[src/hdl/vsc_pkg.sv]
// package: constants, enums and frame structs for the valve state and self-test control
package vsc_pkg;
   // frame identifiers and fields
   localparam logic [10:0] VSC_ID_CMD      = 11'h281;
   localparam logic [10:0] VSC_ID_RESULT   = 11'h282;
   localparam logic [10:0] VSC_ID_STEP     = 11'h290;
   localparam logic [3:0]  VSC_LEN_CANCEL  = 4'h4;
   localparam logic [3:0]  VSC_LEN_RESULT  = 4'h3;
   localparam logic [3:0]  VSC_LEN_STEP    = 4'h2;
   localparam logic [7:0]  VSC_CMD_CANCEL  = 8'h00;
   localparam logic [7:0]  VSC_RES_FAIL    = 8'h00;
   localparam logic [7:0]  VSC_RES_PASS    = 8'hff;
   localparam logic [15:0] VSC_OBJ_MODE    = 16'h6042;
   // lamp timing
   localparam int          VSC_CLK_HZ      = 50_000_000;
   localparam int          VSC_SLOW_HZ     = 1;
   localparam int          VSC_FAST_HZ     = 4;
   // half period counts, rounded down so the blink is never slower than named
   localparam int          VSC_SLOW_HALF   = VSC_CLK_HZ / (2 * VSC_SLOW_HZ);
   localparam int          VSC_FAST_HALF   = VSC_CLK_HZ / (2 * VSC_FAST_HZ);

   typedef enum logic [1:0] {VSC_MODE_SELFTEST, VSC_MODE_HAND, VSC_MODE_FULL} vsc_mode_t;
   typedef enum logic [1:0] {VSC_LAMP_STEADY, VSC_LAMP_G1, VSC_LAMP_G4, VSC_LAMP_Y4} vsc_lamp_t;

   // received or transmitted frame
   typedef struct packed {
      logic [10:0] id;
      logic [3:0]  len;
      logic [7:0]  b0;
      logic [7:0]  b1;
      logic [7:0]  b2;
      logic [7:0]  b3;
   } vsc_frame_t;

   // feature gates driven by the device state
   typedef struct packed {
      logic safety_sw;
      logic driver;
      logic guard_nbr;
      logic guard_setp;
      logic tx_actual;
      logic spool_ctl;
      logic cmp_self;
      logic cmp_nbr_ad;
      logic cmp_nbr_sp;
      logic nbr_mon;
   } vsc_gates_t;
endpackage

[src/hdl/vsc_ctl.sv]
// device state machine, self-test lamp sequencing, cancel and abort frames
`timescale 1ns/1ps
`default_nettype none
module vsc_ctl
#(
   parameter int SLOW_HALF = vsc_pkg::VSC_SLOW_HALF,
   parameter int FAST_HALF = vsc_pkg::VSC_FAST_HALF
)
(
   input  wire logic                clk,
   input  wire logic                sys_rst,
   input  wire logic [7:0]          node_id,
   input  wire logic [7:0]          group_num,
   input  wire logic                comm_operational,
   input  wire logic                go_disabled,
   input  wire logic                go_hold,
   input  wire logic                go_active,
   input  wire logic                mode_wr,
   input  wire vsc_pkg::vsc_mode_t  mode_wr_val,
   output logic                     mode_wr_ack,
   output logic                     mode_wr_nak,
   input  wire logic                rx_valid,
   input  wire vsc_pkg::vsc_frame_t rx_frame,
   input  wire logic                st_start,
   input  wire logic                st_starter,
   input  wire logic                st_inject,
   input  wire logic                st_detect,
   input  wire logic                st_release,
   input  wire logic                st_own_done,
   input  wire logic                st_sup_done,
   input  wire logic                st_sup_last,
   input  wire logic                st_section_ok,
   input  wire logic                st_fault,
   input  wire logic [7:0]          st_err_code,
   input  wire logic [7:0]          st_info,
   input  wire logic                st_step,
   input  wire logic [7:0]          st_step_type,
   input  wire logic [7:0]          st_step_val,
   output var  logic                tx_valid_r,
   output var  vsc_pkg::vsc_frame_t tx_frame_r,
   input  wire logic                tx_ready,
   output var  vsc_pkg::vsc_gates_t gates_r,
   output var  vsc_pkg::vsc_mode_t  mode_r,
   output var  logic                self_test_run_r,
   output var  logic                preprog_steer_r,
   output logic                     lamp_green,
   output logic                     lamp_yellow
);
   import vsc_pkg::*;

   // ************************************************************
   // device state machine
   // ************************************************************
   typedef enum logic [1:0] {VSC_S_INIT, VSC_S_DISABLED, VSC_S_HOLD, VSC_S_ACTIVE} vsc_state_t;
   typedef enum logic [1:0] {VSC_T_IDLE, VSC_T_INJECT, VSC_T_WATCH, VSC_T_DETECT} vsc_test_t;

   vsc_state_t  state_r;
   vsc_test_t   test_r;
   vsc_lamp_t   pattern;
   logic        slow;
   logic        fast;
   logic        cancel_hit;
   logic        abort_hit;
   logic        st_running;
   logic        fail_req;
   logic        pass_req;
   logic        own_done_r;
   logic        sup_done_r;

   // cancel: own cmd id, node and group match, type cancel, full length
   assign cancel_hit = rx_valid && rx_frame.id == VSC_ID_CMD
                       && rx_frame.len == VSC_LEN_CANCEL && rx_frame.b0 == node_id
                       && rx_frame.b1 == group_num && rx_frame.b2 == VSC_CMD_CANCEL;
   // abort from any node in the section
   assign abort_hit  = rx_valid && rx_frame.id == VSC_ID_RESULT
                       && rx_frame.len == VSC_LEN_RESULT && rx_frame.b1 == VSC_RES_FAIL;
   assign st_running = state_r == VSC_S_ACTIVE && mode_r == VSC_MODE_SELFTEST;
   assign fail_req   = st_running && self_test_run_r && st_fault;
   assign pass_req   = st_running && self_test_run_r && st_starter && st_section_ok;

   // state transitions; abort and cancel have priority over master requests
   // an abort frame disables every node past init; init still waits for the link
   always_ff @(posedge clk or posedge sys_rst)
   begin
      if (sys_rst)
         state_r <= VSC_S_INIT;
      else if ((st_running && (cancel_hit || fail_req))
               || (abort_hit && state_r != VSC_S_INIT))
         state_r <= VSC_S_DISABLED;
      else
      begin
         unique case (state_r)
            VSC_S_INIT:
               if (go_disabled && comm_operational)
                  state_r <= VSC_S_DISABLED;
            VSC_S_DISABLED:
               if (go_hold)
                  state_r <= VSC_S_HOLD;
            VSC_S_HOLD:
               if (go_active)
                  state_r <= VSC_S_ACTIVE;
               else if (go_disabled)
                  state_r <= VSC_S_DISABLED;
            VSC_S_ACTIVE:
               if (go_hold)
                  state_r <= VSC_S_HOLD;
               else if (go_disabled)
                  state_r <= VSC_S_DISABLED;
         endcase
      end
   end

   // mode object: writable only in hold
   assign mode_wr_ack = mode_wr && state_r == VSC_S_HOLD;
   assign mode_wr_nak = mode_wr && state_r != VSC_S_HOLD;

   always_ff @(posedge clk or posedge sys_rst)
   begin
      if (sys_rst)
         mode_r <= VSC_MODE_HAND;
      else if (mode_wr_ack)
         mode_r <= mode_wr_val;
   end

   // ************************************************************
   // feature gates per state and mode
   // ************************************************************
   function automatic vsc_gates_t gates_of(vsc_state_t s, vsc_mode_t m);
      vsc_gates_t g;
      g = '0;
      unique case (s)
         VSC_S_INIT:
         begin
            g.cmp_self = 1'b1;
            g.nbr_mon  = 1'b1;
         end
         VSC_S_DISABLED:
         begin
            g.tx_actual = 1'b1;
            g.cmp_self  = 1'b1;
         end
         VSC_S_HOLD:
         begin
            g.safety_sw  = 1'b1;
            g.guard_nbr  = 1'b1;
            g.tx_actual  = 1'b1;
            g.cmp_self   = 1'b1;
            g.cmp_nbr_ad = (m == VSC_MODE_FULL);
            g.cmp_nbr_sp = (m == VSC_MODE_FULL);
         end
         VSC_S_ACTIVE:
         begin
            g.safety_sw  = 1'b1;
            g.guard_nbr  = 1'b1;
            g.tx_actual  = 1'b1;
            g.cmp_nbr_ad = 1'b1;
            if (m != VSC_MODE_HAND)
            begin
               g.driver     = 1'b1;
               g.guard_setp = 1'b1;
               g.cmp_self   = 1'b1;
               g.cmp_nbr_sp = 1'b1;
               g.spool_ctl  = (m == VSC_MODE_FULL);
            end
         end
      endcase
      return g;
   endfunction

   always_ff @(posedge clk or posedge sys_rst)
   begin
      if (sys_rst)
         gates_r <= '0;
      else
         gates_r <= gates_of(state_r, mode_r);
   end

   // preprogrammed steering only while a self-test run is going
   always_ff @(posedge clk or posedge sys_rst)
   begin
      if (sys_rst)
         preprog_steer_r <= 1'b0;
      else
         preprog_steer_r <= st_running && self_test_run_r;
   end

   // ************************************************************
   // self-test lamp sequencing
   // ************************************************************
   // run flag: start sets, cancel, abort, fault and full completion clear
   always_ff @(posedge clk or posedge sys_rst)
   begin
      if (sys_rst)
         self_test_run_r <= 1'b0;
      else if (!st_running || cancel_hit || abort_hit || fail_req)
         self_test_run_r <= 1'b0;
      else if (st_start)
         self_test_run_r <= 1'b1;
      else if (own_done_r && (sup_done_r || st_sup_last) && test_r == VSC_T_IDLE)
         self_test_run_r <= 1'b0;
   end

   // done flags; the set wins over the start clear
   always_ff @(posedge clk or posedge sys_rst)
   begin
      if (sys_rst)
      begin
         own_done_r <= 1'b0;
         sup_done_r <= 1'b0;
      end
      else
      begin
         own_done_r <= st_own_done || (own_done_r && !st_start);
         sup_done_r <= st_sup_done || (sup_done_r && !st_start);
      end
   end

   // injector and supervisor phases; release of the second supply ends detection
   always_ff @(posedge clk or posedge sys_rst)
   begin
      if (sys_rst)
         test_r <= VSC_T_IDLE;
      else if (!self_test_run_r)
         test_r <= VSC_T_IDLE;
      else
      begin
         unique case (test_r)
            VSC_T_IDLE:
               if (st_inject)
                  test_r <= VSC_T_INJECT;
               else if (st_detect)
                  test_r <= VSC_T_DETECT;
            VSC_T_INJECT:
               if (st_own_done)
                  test_r <= VSC_T_IDLE;
            VSC_T_DETECT:
               if (st_release)
                  test_r <= VSC_T_WATCH;
            VSC_T_WATCH:
               if (st_detect)
                  test_r <= VSC_T_DETECT;
               else if (st_sup_done || st_sup_last)
                  test_r <= VSC_T_IDLE;
         endcase
      end
   end

   always_comb
   begin
      pattern = VSC_LAMP_STEADY;
      if (self_test_run_r)
      begin
         unique case (test_r)
            VSC_T_IDLE:   pattern = VSC_LAMP_G1;
            VSC_T_INJECT: pattern = VSC_LAMP_G4;
            VSC_T_WATCH:  pattern = VSC_LAMP_G4;
            VSC_T_DETECT: pattern = VSC_LAMP_Y4;
         endcase
      end
   end

   vsc_blink #(.SLOW_HALF(SLOW_HALF), .FAST_HALF(FAST_HALF)) u_blink
   (
      .clk     (clk),
      .sys_rst (sys_rst),
      .slow_r  (slow),
      .fast_r  (fast)
   );

   vsc_lamp u_lamp
   (
      .clk      (clk),
      .sys_rst  (sys_rst),
      .pattern  (pattern),
      .slow     (slow),
      .fast     (fast),
      .green_r  (lamp_green),
      .yellow_r (lamp_yellow)
   );

   // ************************************************************
   // transmit frames: abort, pass result, step messages
   // ************************************************************
   // one frame slot; a request that comes while the slot is still held and not taken is dropped
   always_ff @(posedge clk or posedge sys_rst)
   begin
      if (sys_rst)
      begin
         tx_valid_r <= 1'b0;
         tx_frame_r <= '0;
      end
      else if (tx_valid_r && !tx_ready)
         tx_valid_r <= 1'b1;
      else if (fail_req)
      begin
         tx_valid_r <= 1'b1;
         tx_frame_r <= '{VSC_ID_RESULT, VSC_LEN_RESULT, node_id, VSC_RES_FAIL,
                         st_err_code, 8'h00};
      end
      else if (pass_req)
      begin
         tx_valid_r <= 1'b1;
         tx_frame_r <= '{VSC_ID_RESULT, VSC_LEN_RESULT, node_id, VSC_RES_PASS,
                         st_info, 8'h00};
      end
      else if (st_running && self_test_run_r && st_step)
      begin
         tx_valid_r <= 1'b1; // sent at once, no sync is awaited
         tx_frame_r <= '{11'(VSC_ID_STEP + 11'(node_id)), VSC_LEN_STEP, st_step_type,
                         st_step_val, 8'h00, 8'h00};
      end
      else
         tx_valid_r <= 1'b0;
   end

   // ************************************************************
   // checks
   // ************************************************************
   AST_RESET_INIT: assert property (@(posedge clk) disable iff (sys_rst)
      state_r == VSC_S_INIT |=> gates_r.cmp_self && gates_r.nbr_mon && !gates_r.safety_sw
      && !gates_r.driver && !gates_r.tx_actual && !gates_r.spool_ctl)
      else $error("power-up gates wrong");
   AST_DISABLED_NEEDS_OP: assert property (@(posedge clk) disable iff (sys_rst)
      ($past(state_r) == VSC_S_INIT && state_r == VSC_S_DISABLED) |-> $past(comm_operational))
      else $error("disabled entered without operational link");
   AST_CANCEL_DISABLES: assert property (@(posedge clk) disable iff (sys_rst)
      (st_running && cancel_hit) |=> state_r == VSC_S_DISABLED && !self_test_run_r)
      else $error("cancel did not disable");
   AST_ABORT_DISABLES: assert property (@(posedge clk) disable iff (sys_rst)
      (abort_hit && state_r != VSC_S_INIT) |=> state_r == VSC_S_DISABLED)
      else $error("abort frame did not disable");
   AST_FAIL_FRAME: assert property (@(posedge clk) disable iff (sys_rst)
      fail_req && !(tx_valid_r && !tx_ready) |=> tx_valid_r && tx_frame_r.id == VSC_ID_RESULT
      && tx_frame_r.b1 == VSC_RES_FAIL && tx_frame_r.b0 == node_id)
      else $error("abort frame missing");
   AST_MODE_LOCK: assert property (@(posedge clk) disable iff (sys_rst)
      state_r == VSC_S_ACTIVE |=> $stable(mode_r))
      else $error("mode changed while active");
   AST_HAND_GATES: assert property (@(posedge clk) disable iff (sys_rst)
      (state_r == VSC_S_ACTIVE && mode_r == VSC_MODE_HAND && $stable(state_r)) |=>
      !gates_r.driver && !gates_r.cmp_self && gates_r.cmp_nbr_ad && gates_r.safety_sw)
      else $error("hand mode gates wrong");
   AST_FULL_GATES: assert property (@(posedge clk) disable iff (sys_rst)
      (state_r == VSC_S_ACTIVE && mode_r == VSC_MODE_FULL) |=> gates_r.spool_ctl
      || $past(state_r, 1) != VSC_S_ACTIVE)
      else $error("full mode lacks spool control");
   AST_DETECT_YELLOW: assert property (@(posedge clk) disable iff (sys_rst)
      (self_test_run_r && test_r == VSC_T_DETECT) |=> !lamp_green)
      else $error("detect phase not yellow");
endmodule
`default_nettype wire

[src/hdl/vsc_blink.sv]
// lamp blink generator: 1 Hz and 4 Hz square waves from the system clock
`timescale 1ns/1ps
`default_nettype none
module vsc_blink
#(
   parameter int SLOW_HALF = vsc_pkg::VSC_SLOW_HALF,
   parameter int FAST_HALF = vsc_pkg::VSC_FAST_HALF
)
(
   input  wire logic clk,
   input  wire logic sys_rst,
   output var  logic slow_r,
   output var  logic fast_r
);
   import vsc_pkg::*;

   logic [31:0] slow_cnt_r;
   logic [31:0] fast_cnt_r;

   // slow wave divider
   always_ff @(posedge clk or posedge sys_rst)
   begin
      if (sys_rst)
      begin
         slow_cnt_r <= 32'h0;
         slow_r     <= 1'b0;
      end
      else if (slow_cnt_r >= 32'(SLOW_HALF - 1))
      begin
         slow_cnt_r <= 32'h0;
         slow_r     <= ~slow_r;
      end
      else
         slow_cnt_r <= slow_cnt_r + 32'h1;
   end

   // fast wave divider
   always_ff @(posedge clk or posedge sys_rst)
   begin
      if (sys_rst)
      begin
         fast_cnt_r <= 32'h0;
         fast_r     <= 1'b0;
      end
      else if (fast_cnt_r >= 32'(FAST_HALF - 1))
      begin
         fast_cnt_r <= 32'h0;
         fast_r     <= ~fast_r;
      end
      else
         fast_cnt_r <= fast_cnt_r + 32'h1;
   end

   // the toggle must follow a full half period
   AST_SLOW_TOGGLE: assert property (@(posedge clk) disable iff (sys_rst)
      (slow_cnt_r != 32'(SLOW_HALF - 1)) |=> $stable(slow_r))
      else $error("slow blink toggled early");
endmodule
`default_nettype wire

[src/hdl/vsc_lamp.sv]
// lamp driver: maps a pattern code to green and yellow outputs
`timescale 1ns/1ps
`default_nettype none
module vsc_lamp
(
   input  wire logic             clk,
   input  wire logic             sys_rst,
   input  wire vsc_pkg::vsc_lamp_t pattern,
   input  wire logic             slow,
   input  wire logic             fast,
   output var  logic             green_r,
   output var  logic             yellow_r
);
   import vsc_pkg::*;

   // registered so the lamp pins never glitch on pattern changes
   always_ff @(posedge clk or posedge sys_rst)
   begin
      if (sys_rst)
      begin
         green_r  <= 1'b0;
         yellow_r <= 1'b0;
      end
      else
      begin
         unique case (pattern)
            VSC_LAMP_STEADY:
            begin
               green_r  <= 1'b1;
               yellow_r <= 1'b0;
            end
            VSC_LAMP_G1:
            begin
               green_r  <= slow;
               yellow_r <= 1'b0;
            end
            VSC_LAMP_G4:
            begin
               green_r  <= fast;
               yellow_r <= 1'b0;
            end
            default:
            begin
               green_r  <= 1'b0;
               yellow_r <= fast;
            end
         endcase
      end
   end

   AST_YELLOW_ONLY_Y4: assert property (@(posedge clk) disable iff (sys_rst)
      yellow_r |-> $past(pattern) == VSC_LAMP_Y4)
      else $error("yellow lamp outside yellow pattern");
endmodule
`default_nettype wire

[config.mk]
export PLATFORM = sky130hd
export DESIGN_NAME = vsc_ctl
export DESIGN_NICKNAME = d
export VERILOG_FILES = /design/src/hdl/vsc_pkg.sv /design/src/hdl/vsc_ctl.sv /design/src/hdl/vsc_blink.sv /design/src/hdl/vsc_lamp.sv
export SDC_FILE = /design/constraint.sdc
export NUM_CORES = 1
export LEC_CHECK = 0
export BUFFER_PORTS_ARGS = -buffer_cell sky130_fd_sc_hd__buf_4
export CAP_MARGIN = 0
export CORE_ASPECT_RATIO = 0.7
export CORE_MARGIN = 2
export CORE_UTILIZATION = 46
export CTS_BUF_LIST = sky130_fd_sc_hd__clkbuf_16
export CTS_CLUSTER_DIAMETER = 150
export DETAILED_ROUTE_END_ITERATION = 10
export PLACE_DENSITY_LB_ADDON = 0.2
export SYNTH_ARGS = -nofsm -noshare
export SYNTH_HDL_FRONTEND = slang
export SYNTH_SLANG_ARGS = --single-unit
[constraint.sdc]
create_clock -name clk -period 3.74 [get_ports clk]
set_clock_uncertainty 0.15 [all_clocks]
set_input_delay 0.187 -clock clk [delete_from_list [all_inputs] [get_ports clk]]
set_output_delay 0.187 -clock clk [all_outputs]
set_load 0.005 [all_outputs]
Yosys cells after proc, flatten, opt, wreduce, memory -nomap -nowiden. Index checks and enable logic that the tools add are counted.

Add/sub/neg operators: 3. $lt $le $gt $ge: 2. Eq/ne operators: 23. Mux-type cells: 40. Bitwise gates (word level): 3. Reduce and logical (&&, ||, !) cells: 53.

Operator list (number): $mux 47 (3); $add 32x1->32 const B (2); $mux 32 (2); $ge 32x23->1 const B (1); $ge 32x25->1 const B (1); $mux 2 (15); $logic_and 1x1->1 (24); $eq 11x10->1 const B (2); $eq 8x8->1 (2); $logic_not 8->1 (2); $pmux 2 s4 (2); $mux 1 (14); $eq 2x2->1 const B (6); $ne 3x3->1 const B (4); $add 10x8->11 const A (1); $logic_or 1x1->1 (9); $reduce_or 3->1 (3); $logic_not 2->1 (4); $ne 4x4->1 const B (2); $eq 2x1->1 const B (3); $pmux 2 s3 (1); $reduce_bool 3->1 (2); $eq 4x2->1 const B (1); $eq 4x3->1 const B (1); other kinds (11) (17).

Bits in registers: 134. Input bits: 117. Output and inout port bits: 66. Logic and storage cells: 152.

Longest topological paths before layout. Gate-level depths: netlist (run 1).

Depth in word-level cells: 11. Gate-level depth with buffers: 7. Gate-level depth less buffers: 7.

By module. Synthesis (run 1) repeated with hierarchy kept, for this count alone.

Cells, all modules: 585. Area total of the unflattened synthesis: 6140.9 um^2.

Modules (own cells, without submodules): vsc_ctl (times used 1, cells an instance 309, area each 3030.4 um^2, seq. area each 1352.5 um^2); vsc_blink (times used 1, cells an instance 269, area each 3025.4 um^2, seq. area each 1651.6 um^2); vsc_lamp (times used 1, cells an instance 7, area each 85.1 um^2, seq. area each 50.0 um^2).

Worst setup path after synthesis (run 1). No wires, ideal clock.

Path type: reg-to-reg. Start: register u_blink.slow_cnt_r[0]. End: register u_blink.slow_cnt_r[17]. Setup time: 0.132 ns. Data arrival time: 1.790 ns. Data required time: 3.458 ns. Setup slack: 1.668 ns. Cell stages (with the launch flop): 8. Path buffers: 1. Clock period less this slack: 2.072 ns. Cells stage by stage: dfrtp_1 > ha_1 > nand3_1 > o211ai_1 > a21oi_1 > o211ai_1 > clkbuf_1 > nor2_1.

Cells in the longest elaborated chain, start to end: 2. Elaborated cells on any way between the ends: 3. Those cells by class: add/sub: 1; order compare: 1; mux: 1.

RTL lines: start: declaration (RTL line vsc_blink.sv:17) `logic [31:0] slow_cnt_r;`; start signal: assignment (RTL line vsc_blink.sv:34) `slow_cnt_r <= slow_cnt_r + 32'h1;`; $add 32x1->32 / $ge 32x25->1 (equally long branches) (RTL line vsc_blink.sv:34, vsc_blink.sv:28); $mux 32 * (RTL line vsc_blink.sv:28) `else if (slow_cnt_r >= 32'(SLOW_HALF - 1))`.

Mark *: on every way between the ends. The rest lies on a longest branch, timed or not. A chain may end at the register's enable or synchronous reset.

Worst setup path after layout (run 1).
Start: register state_r[0]. End: register tx_frame_r[15] (netlist bit).

Cells in the longest elaborated chain, start to end: 7. Elaborated cells on any way between the ends: 11. Those cells by class: eq/ne: 1; mux: 2; reduce/logical: 8.

RTL lines: start: declaration (RTL line vsc_ctl.sv:57) `vsc_state_t state_r;`; start signal: assignment (RTL line vsc_ctl.sv:86) `state_r <= VSC_S_INIT;`; start signal: assignment (RTL line vsc_ctl.sv:89) `state_r <= VSC_S_DISABLED;`; start signal: assignment (RTL line vsc_ctl.sv:95) `state_r <= VSC_S_DISABLED;`; $eq 2x2->1 * (RTL line vsc_ctl.sv:77) `assign st_running = state_r == VSC_S_ACTIVE && mode_r == VSC_MODE_SELFTEST;`; $logic_and 1x1->1 * (RTL line vsc_ctl.sv:77); $logic_and 1x1->1 * (RTL line vsc_ctl.sv:78, vsc_ctl.sv:79, vsc_ctl.sv:306); $logic_and 1x1->1 (2 in series) (RTL line vsc_ctl.sv:79) `assign pass_req = st_running && self_test_run_r && st_starter && st_section_ok;`; $reduce_bool 3->1 (no line) / $mux 47 (equally long branches); $reduce_and 2->1 (no line) / $mux 47 (equally long branches); end signal: assignment (RTL line vsc_ctl.sv:297) `tx_frame_r <= '{VSC_ID_RESULT, VSC_LEN_RESULT, node_id, VSC_RES_FAIL,`; end signal: assignment (RTL line vsc_ctl.sv:303) `tx_frame_r <= '{VSC_ID_RESULT, VSC_LEN_RESULT, node_id, VSC_RES_PASS,`; end signal: assignment (RTL line vsc_ctl.sv:309) `tx_frame_r <= '{11'(VSC_ID_STEP + 11'(node_id)), VSC_LEN_STEP, st_step_type,`; end: declaration (RTL line vsc_ctl.sv:40) `output var vsc_pkg::vsc_frame_t tx_frame_r,`.

Marks and branches as above.

==> out/results.ini, run 1 <==
[timing]
rsz0062_at_grt = false
fin_tns_setup_ns = 0
fmax_mhz = 380
hold_violations = 0
min_period_ns = 2.63
slew_headroom = 0.345
setup_viol = 0
worst_pin_slew_ns = 0.974
whs_ns = 0.0126
min_period_over_period = 0.704
slew_viol_final = 0

[placed_design]
gp_congestion = 0.877
dp_hpwl_microns = 10300
post-place-cells = 874
port_buffers = 163
placed_area_sq_um = 7080

[worst_setup_path]
cp.arrival_ns = 2.76
cp.required_ns = 3.86
crit_type = register to register
start_kind = register
critPathMaxFanout = 18
cp-end-kind = register

[floorplan]
die_y_microns = 97.0
coreArea_sq_um = 11900
die_w_microns = 137
ioPinCount = 183
fp-row-count = 33
start_util = 0.478
dieArea_sq_um = 13300

[status]
status = finished clean

[power_and_ir_drop]
max-vdd-ir-drop_mv = 0.494
powerDensity_nw_per_um2 = 499
p_leak_nw = 3.85

[global_route]
use_met2 = 0.383
grt_pass1_wl_microns = 23800
grt_max_degree = 52
first_global_vias = 4721
top_usage_layer = met2
grt_overflow = 0
grt.total_usage = 0.229
met1_usage = 0.298
grt_antenna_before_repair = 0
grtUsageMet3 = 0.0519

[flow_run]
maxCapViolCount = 0

[hold_path]
min-delay-path-class = input pin to register

[routing]
dr_total_vias = 4850
first_pass_iters = 5
first_iter_violations = 240
viasPerCell = 5.07
wirelength_microns = 14800
wl_per_cell_microns = 15.5
drcViolationCount = 0
ant_nets = 0

[yosys]
yosysTopAreaCellShare = 0.533
synth.yosys.seq_area_share = 0.538
synthCells = 554
synth_area_per_cell_sq_um = 10.3
yosys-top-cells-area = dfrtp_1, xor2_1, nor2_1
synth.largest_area_cell = dfrtp_1
async_reset_ff_frac = 1.00
syn_area_sq_um = 5680
synth-edff-count = 0
yosys_register_bits = 122
synth_flop_cell = dfrtp_1
synth_cell_types = 52
yosysWarnings = 0

[final_layout]
stdcell_area_sq_um = 8140
drive_gt1_frac = 0.255
diodes = 0
post-route-util = 0.684
area_growth_pct = 43.2
final_cells = 956
fill_cells = 898
final_nets = 912

[clock_tree]
worstSkewPairLatency_ns = 0.40
tritoncts = built
htreeDepth = 4
clockRootBuffer = clkbuf_16
cts_buffer_depth = 2
cts_setup_buffers = 0
path_clk_slew_ns = 0.05
cts.repair.resized = 0
cts.sinks = 122
numCtsBuffers = 17

[kinds of logic after synthesis]
kind of cell / Yosys count / share of synthesized area
AOI/OAI and AO/OA: 74 / 0.0789
adders and majority gates: 8 / 0.0176
other: 1 / 0.000660
xor gates and xnor gates: 62 / 0.0956
and+or+nand+nor: 223 / 0.196
DFF: 122 / 0.538
buffers and inverters: 45 / 0.0394
muxes: 19 / 0.0339
[report_power, final]
group	switching, mW	leakage (nW)	internal [mW]
sequential	0.155	1.60	1.53
combinational	0.361	1.97	0.506
clock	0.557	0.280	0.955
total	1.07	3.85	2.99
[cell usage in the layout, fill, tap and decap left out, types with 3 or more instances in the layout]
| master | Yosys | routed |
|---|---|---|
| clkbuf_16 | 0 | 17 |
| nor2b_1 | 8 | 8 |
| dlygate4sd3_1 | 0 | 51 |
| or4_1 | 3 | 3 |
| xnor2_1 | 27 | 27 |
| o21ai_1 | 12 | 12 |
| dfrtp_1 | 121 | 121 |
| and3_1 | 7 | 7 |
| ha_1 | 8 | 8 |
| xor2_1 | 35 | 35 |
| nor3_1 | 9 | 9 |
| a22o_1 | 5 | 5 |
| buf_4 | 14 | 168 |
| clkinv_2 | 0 | 6 |
| inv_1 | 14 | 16 |
| nor4b_1 | 3 | 3 |
| and4_1 | 4 | 4 |
| a21oi_1 | 9 | 9 |
| nor2_1 | 64 | 64 |
| or3_1 | 5 | 5 |
| conb_1 | 1 | 27 |
| nand2b_1 | 5 | 5 |
| nand4_1 | 11 | 11 |
| nand2_1 | 50 | 50 |
| o211ai_1 | 3 | 3 |
| nor4_1 | 12 | 12 |
| a21o_1 | 3 | 3 |
| o21ai_0 | 28 | 28 |
| nand3_1 | 29 | 29 |
| mux2i_1 | 17 | 17 |
| a211oi_1 | 3 | 3 |
[per-layer routing]
layer | up-vias | share of wire
met5 | - | 0
met4 | 0 | 0.014
met3 | 18 | 0.039
met2 | 112 | 0.51
met1 | 2383 | 0.44
li1 | 2337 | -
[state kept, by name, indices dropped and copies added (netlist names), 2 cells and up]
register            cells
test_r                  2
u_blink.slow_cnt_r     32
tx_frame_r             35
state_r                 2
gates_r                 8
u_blink.fast_cnt_r     32
mode_r                  2
[timing repair]
action	in CTS	in global routing
endpoints found under the setup margin	0	0
hold buffers	51	0
hold endpoints to repair	86	0
[critical path, stage by stage (launching register included)]
cell,delay [ns]
dfrtp_1,0.46
nand2_2,0.15
nor4b_4,0.43
nand2_2,0.38
mux2i_1,0.26
dlygate4sd3_1,0.59
o21ai_1,0.08
[final cells by class]
class                           count  area (sq um)  share of cell area
Clock inverter                     14           116              0.0143
Clock buffer                       17           425              0.0523
Sequential cell                   122          3050               0.375
Timing Repair Buffer              219          1770               0.218
Multi-Input combinational cell    413          2520               0.309
Inverter                           14          55.1             0.00677
Tap cell                          157           196              0.0241
[Yosys cell counts, types with 7 or more instances]
library cell	n
nor3_1	9
xnor2_1	27
o21ai_0	28
o21ai_1	12
nor2b_1	8
xor2_1	35
nor4_1	12
dfrtp_1	121
ha_1	8
nand2_1	50
a21oi_1	9
clkbuf_1	15
buf_4	14
inv_1	14
nand3_1	29
and3_1	7
nand4_1	11
mux2i_1	17
nor2_1	64
[per-stage QoR]
| step | setup WS, ns | power (mW) |
|---|---|---|
| 6_report | 1.11 | 4.06 |
| 5_1_grt | 0.948 | 4.28 |
| 4_1_cts | 1.17 | 4.09 |
| 3_5_place_dp | 1.19 | 2.52 |
| 3_3_place_gp | 1.28 | 2.49 |
| 2_1_floorplan | 0.162 | 2.03 |
[worst paths after layout]
path | depth (start not counted) | startpoint | slack [ns] | to
max in group asynchronous | 4 | sys_rst | 2.20 | mode_r[0]$_DFFE_PP1P_
min in group asynchronous | 3 | sys_rst | 0.28 | own_done_r$_DFF_PP0_
worst min register to register | 2 | tx_frame_r[28]$_DFFE_PP0P_ | 0.33 | tx_frame_r[28]$_DFFE_PP0P_
worst max-delay path | 6 | state_r[0]$_DFFE_PP0P_ | 1.11 | tx_frame_r[15]$_DFFE_PP0P_
worst min-delay path | 3 | tx_ready | 0.01 | tx_valid_r$_DFF_PP0_
worst max register to register | 6 | state_r[0]$_DFFE_PP0P_ | 1.11 | tx_frame_r[15]$_DFFE_PP0P_
(Power assumes the default switching activity.)
==> inputs of run 2 (changes only) <==
- ABC_AREA: not set -> 1
- CORE_UTILIZATION: 46 -> 47
- clock period: 3.74 -> 2.1 ns (I/O delays scaled with it)
==> run 2 against run 1 <==
Net effect:
- via count rose by 22%
- utilization is 1.9 points higher
- final cell count up 30%
- highest routed layer unchanged
- critical path type unchanged
- global-route usage is 0.67 points higher
- die area up 7.4%
- largest cell class unchanged
==> out/results.ini, run 2 <==
[floorplan]
coreArea_sq_um = 13100
start_util = 0.479
die_y_microns = 100
die_w_microns = 142
dieArea_sq_um = 14300
ioPinCount = 183
fp-row-count = 35

[final_layout]
final_nets = 1186
fill_cells = 1002
layout_commonest_cell = nand2_1
largestRegisters = tx_frame_r x35, u_blink.fast_cnt_r x32, u_blink.slow_cnt_r x32
diodes = 0
area_growth_pct = 46.8
stdcell_area_sq_um = 9170
largest_register = tx_frame_r
largest_reg_flops = 35
mostFrequentLayoutCells = nand2_1, buf_4, dfrtp_1
drive_gt1_frac = 0.261

[yosys]
synth_simple_gate_area_frac = 0.286
async_reset_ff_frac = 1.00
yosys-top-cells-area = dfrtp_1, nand2_1, nor2_1
synth_compound_area_frac = 0.0783
synth_top_family_by_area = simple AND/OR/NAND/NOR gates
synth_area_per_cell_sq_um = 7.95
yosys_register_bits = 122
synth_fa_ha_area_frac = 0.0160
synth.yosys.seq_area_share = 0.489
synth.largest_area_cell = dfrtp_1
yosysTopAreaCellShare = 0.484
synth_flop_cell = dfrtp_1
synth_xor_xnor_area_share = 0.0378
synth_mux_area_frac = 0.00180
synthCells = 786
yosysMostFrequentCell = nand2_1
syn_area_sq_um = 6250
yosysWarnings = 0
synth_cell_types = 39
synthTopCellsByCount = nand2_1, dfrtp_1, nor2_1
synth-edff-count = 0

[worst_setup_path]
crit_path_start = mode_r[0]$_DFFE_PP1P_
r2r_cells = 9
cp-end-kind = register
crit_buf_inv = 4
r2r-start = mode_r[0]$_DFFE_PP1P_
crit_chain = nor3_4 -> nand2_4 -> inv_1 -> a21oi_2 -> a21oi_4 -> buf_4 -> buf_4 -> buf_4 -> or2_2
start_kind = register
critical-path-top-delay-family = flip-flops
slowest_delay_ns = 0.57
ff2ff_setup_slack_ns = 0.007
critPathMaxFanout = 5
r2r_end = tx_frame_r[33]$_DFFE_PP0P_
crit_top_cell = buf_4
cp.arrival_ns = 2.23
crit_path_top_delay_cell = dfstp_2
crit_type = register to register
cp.required_ns = 2.24

[routing]
ant_nets = 0
wl_per_cell_microns = 14.0
first_pass_iters = 5
first_iter_violations = 327
wirelength_microns = 17300
viasPerCell = 4.79
dr_total_vias = 5936
drcViolationCount = 0

[global_route]
grt_overflow = 0
first_global_vias = 5723
grt_max_degree = 85
grt_antenna_before_repair = 0
grt.total_usage = 0.236
grt_pass1_wl_microns = 26800

[timing]
fmax_mhz = 478
min_period_over_period = 0.997
setup_viol = 0
hold_violations = 0
rsz0062_at_grt = true
slew_viol_final = 0
whs_ns = 0.00873
min_period_ns = 2.09
finalWorstSetupSlack_ns = 0.00671

[clock_tree]
clockRootBuffer = clkbuf_16
worstSkewPairLatency_ns = 0.41
cts_buffer_depth = 2
numCtsBuffers = 17
htreeDepth = 4
tritoncts = built
path_clk_slew_ns = 0.06
cts.sinks = 122

[hold_path]
min-delay-path-class = input pin to register
min_to = state_r[1]$_DFFE_PP0P_
hold_depth = 5
hold_start = rx_frame[16]

[power_and_ir_drop]
p_leak_nw = 4.59
powerDensity_nw_per_um2 = 863
max-vdd-ir-drop_mv = 0.472
power.total_mw = 7.91

[placed_design]
gp_congestion = 0.831
port_buffers = 163
dp_hpwl_microns = 11100
placed_area_sq_um = 7740
preCtsSetupSlack_ns = 0.00944

[status]
status = finished clean

[flow_run]
maxCapViolCount = 0

==> run 2: cell types whose count changed after synthesis, moves of 7 or more <==
cell | before | now
o21ai_1 | 12 | 0
xor2_1 | 35 | 21
mux2i_1 | 17 | 0
clkbuf_1 | 15 | 7
xnor2_1 | 27 | 6
nor3_1 | 9 | 20
nand3_1 | 29 | 38
nor2b_1 | 8 | 0
o21ai_0 | 28 | 35
nor2_1 | 64 | 115
inv_1 | 14 | 93
o21ai_2 | 0 | 17
nand2_1 | 50 | 220
==> run 2: metal layers <==
metal  vias up  share of wire  global-route usage
li1       2975              -                   -
met1      2753           0.46               0.314
met2       179           0.47               0.385
met3        29          0.054              0.0603
met4         0          0.019              0.0708
met5         -              0                   0
==> run 2: how the worst max path moves through the flow <==
stage | end | slack, ns | depth (start not counted)
2_1_floorplan | u_blink.fast_cnt_r[20]$_DFF_PP0_ | 0.17 | 10
3_3_place_gp | state_r[0]$_DFFE_PP0P_ | 0.06 | 9
3_5_place_dp | state_r[0]$_DFFE_PP0P_ | 0.009 | 8
4_1_cts | tx_frame_r[32]$_DFFE_PP0P_ | 0.01 | 9
5_1_grt | tx_frame_r[33]$_DFFE_PP0P_ | -0.07 | 9
6_report | tx_frame_r[33]$_DFFE_PP0P_ | 0.007 | 9
==> run 2: layout make-up <==
cell class                      count  area, sq um  share of cell area
Sequential cell                   122         3050               0.333
Clock buffer                       17          425              0.0464
Timing Repair Buffer              258         2170               0.237
Clock inverter                     14          134              0.0146
Timing Repair inverter              2         15.0             0.00164
Inverter                           94          369              0.0402
Tap cell                          166          208              0.0226
Multi-Input combinational cell    566         2800               0.305
==> run 2: worst min-delay path, cell delays in order <==
cell and delay [ns]:
buf_4 0.09, nor3_1 0.06, nand4_1 0.13, nand2_1 0.06, nor2_1 0.07
==> run 2: kinds of logic (layout without fill, tap and decap cells) <==
family,Yosys count,after routing
xor gates and xnor gates,27,27
muxes,1,1
adders and majority gates,8,8
buffers and inverters,124,385
and+or+nand+nor,428,428
other,1,27
DFF,122,122
AOI/OAI and AO/OA,75,75
==> run 2: where the power goes <==
part | total (mW) | switching [mW] | internal, mW | leakage (nW)
sequential | 3.08 | 0.274 | 2.80 | 1.58
clock | 2.78 | 1.06 | 1.72 | 0.267
combinational | 2.06 | 0.928 | 1.13 | 2.74
==> run 2: through the flow <==
stage | utilization | TNS [ns] | std cells
6_report | 0.703 | 0 | 1239
5_1_grt | 0.703 | -0.819 | 1239
3_3_place_gp | 0.593 | 0 | 1130
2_1_floorplan | - | 0 | 812
3_5_place_dp | 0.593 | 0 | 1130
4_1_cts | 0.685 | 0 | 1224
==> run 2: repair_timing <==
action | in CTS | in global routing
hold buffers | 60 | 0
pin swaps | 0 | 7
buffers inserted | 2 | 10
setup endpoints to repair | 3 | 83
endpoints found under the hold margin | 164 | 0
resized for setup | 4 | 26
gates cloned | 1 | 5
==> inputs of run 3 (changes only) <==
- CAP_MARGIN: 0 -> 20
- CORE_UTILIZATION: 47 -> 52
- clock period: 2.1 -> 2.3 ns (I/O delays scaled with it)
==> run 3 against run 2 <==
Net effect:
- worst setup slack improved by 0.076 ns
- flip-flop and latch count unchanged
- sequential power decreased by 8.4%
- via count decreased by 1.0%
- clock power about the same
- critical endpoint is now tx_frame_r[13]$_DFFE_PP0P_
- largest power group unchanged
==> out/results.ini, run 3 (synthesis gave the netlist of run 2 again) <==
[floorplan]
dieArea_sq_um = 12900
die_y_microns = 95.7
fp-row-count = 33
die_w_microns = 135
start_util = 0.533
ioPinCount = 183
coreArea_sq_um = 11700

[routing]
wl_per_cell_microns = 13.6
first_iter_violations = 254
wirelength_microns = 16400
first_pass_iters = 5
drcViolationCount = 0
ant_nets = 0
dr_total_vias = 5874
viasPerCell = 4.85

[worst_setup_path]
cp.required_ns = 2.44
cp-end-kind = register
r2r-start = state_r[0]$_DFFE_PP0P_
critPathMaxFanout = 51
crit_type = register to register
r2r_end = tx_frame_r[13]$_DFFE_PP0P_
cp.arrival_ns = 2.36
ff2ff_setup_slack_ns = 0.08
start_kind = register
crit_path_start = state_r[0]$_DFFE_PP0P_
r2r_cells = 9

[timing]
fin_tns_setup_ns = 0
worst_pin_slew_ns = 0.648
setup_viol = 0
rsz0062_at_grt = true
slew_headroom = 0.568
hold_violations = 0
min_period_over_period = 0.964
min_period_ns = 2.22
fmax_mhz = 451
slew_viol_final = 0

[global_route]
grt_antenna_before_repair = 0
first_global_vias = 5713
grt.total_usage = 0.262
grt_max_degree = 123
grt_overflow = 0
grt_pass1_wl_microns = 26300

[hold_path]
min-delay-path-class = input pin to register
hold_start = st_release
hold_depth = 4
min_to = test_r[1]$_DFFE_PP0P_

[placed_design]
gp_congestion = 0.855
dp_hpwl_microns = 10800
port_buffers = 163
post-place-cells = 1113

[final_layout]
diodes = 0
drive_gt1_frac = 0.233
largest_register = tx_frame_r
final_nets = 1166
largestRegisters = tx_frame_r x35, u_blink.fast_cnt_r x32, u_blink.slow_cnt_r x32
area_growth_pct = 42.9
mostFrequentLayoutCells = nand2_1, buf_4, dfrtp_1
final_cells = 1211
layout_commonest_cell = nand2_1
largest_reg_flops = 35
fill_cells = 857

[clock_tree]
cts.sinks = 122
tritoncts = built
numCtsBuffers = 17
cts_buffer_depth = 2
clockRootBuffer = clkbuf_16
htreeDepth = 4
worstSkewPairLatency_ns = 0.41
path_clk_slew_ns = 0.06

[power_and_ir_drop]
power.total_mw = 7.40
p_leak_nw = 4.48
max-vdd-ir-drop_mv = 0.579
powerDensity_nw_per_um2 = 828

[status]
status = finished clean

[flow_run]
maxCapViolCount = 0

==> run 3: power by group <==
group / internal, mW / switching (mW)
registers: 2.56 / 0.258
clock network: 1.79 / 0.971
logic: 0.981 / 0.834
total: 5.33 / 2.06
==> run 3: timing repair <==
item / in CTS / in global routing
setup endpoints to repair: 0 / 24
setup buffers: 0 / 6
resized for setup: 0 / 10
hold buffers: 58 / 0
hold endpoints to repair: 163 / 0
==> run 3: per-layer routing <==
layer  GRT usage  vias up  wire length [microns]
met4       0.137        0                    609
met1       0.315     2721                   7000
li1            -     2929                      -
met5           0        -                      0
met2       0.449      181                   7950
met3      0.0585       43                    871
==> run 3: worst max-delay path by stage <==
stage                                                   to  slack [ns]
after CTS                       tx_frame_r[17]$_DFFE_PP0P_        0.15
final                           tx_frame_r[13]$_DFFE_PP0P_        0.08
after global placement          tx_frame_r[14]$_DFFE_PP0P_        0.26
after floorplan           u_blink.fast_cnt_r[20]$_DFF_PP0_        0.37
after detailed placement        tx_frame_r[14]$_DFFE_PP0P_        0.20
after global routing            tx_frame_r[20]$_DFFE_PP0P_       -0.07
==> run 3: cell type report <==
| class | count | area (sq um) | share of cell area |
|---|---|---|---|
| inverter | 94 | 369 | 0.0413 |
| tap | 157 | 196 | 0.0220 |
| multi-input combinational | 566 | 2740 | 0.307 |
| sequential | 122 | 3050 | 0.342 |
| clock inverter | 15 | 183 | 0.0205 |
| timing repair buffer | 238 | 1950 | 0.218 |
| timing repair inverter | 2 | 15.0 | 0.00168 |
| clock buffer | 17 | 425 | 0.0476 |
==> run 3: metrics by stage <==
step / area (sq um) / hold WS [ns] / worst slack, ns / utilization
3_5_place_dp: 7660 / 0.178 / 0.196 / 0.653
2_1_floorplan: 6350 / 0.0610 / 0.368 / -
5_1_grt: 8930 / 0.0335 / -0.0724 / 0.761
6_report: 8930 / 0.0123 / 0.0823 / 0.761
3_3_place_gp: 7660 / 0.177 / 0.261 / 0.653
4_1_cts: 8840 / 0.000271 / 0.147 / 0.754
==> run 3: worst max-delay path: stages, from the launching register on <==
cell	delay (ns)
dfrtp_1	0.44
nand2_2	0.13
nor3_4	0.20
nand2_2	0.17
a21oi_4	0.27
a21oi_2	0.10
a21oi_4	0.19
inv_6	0.19
nand2_1	0.15
o21ai_2	0.07
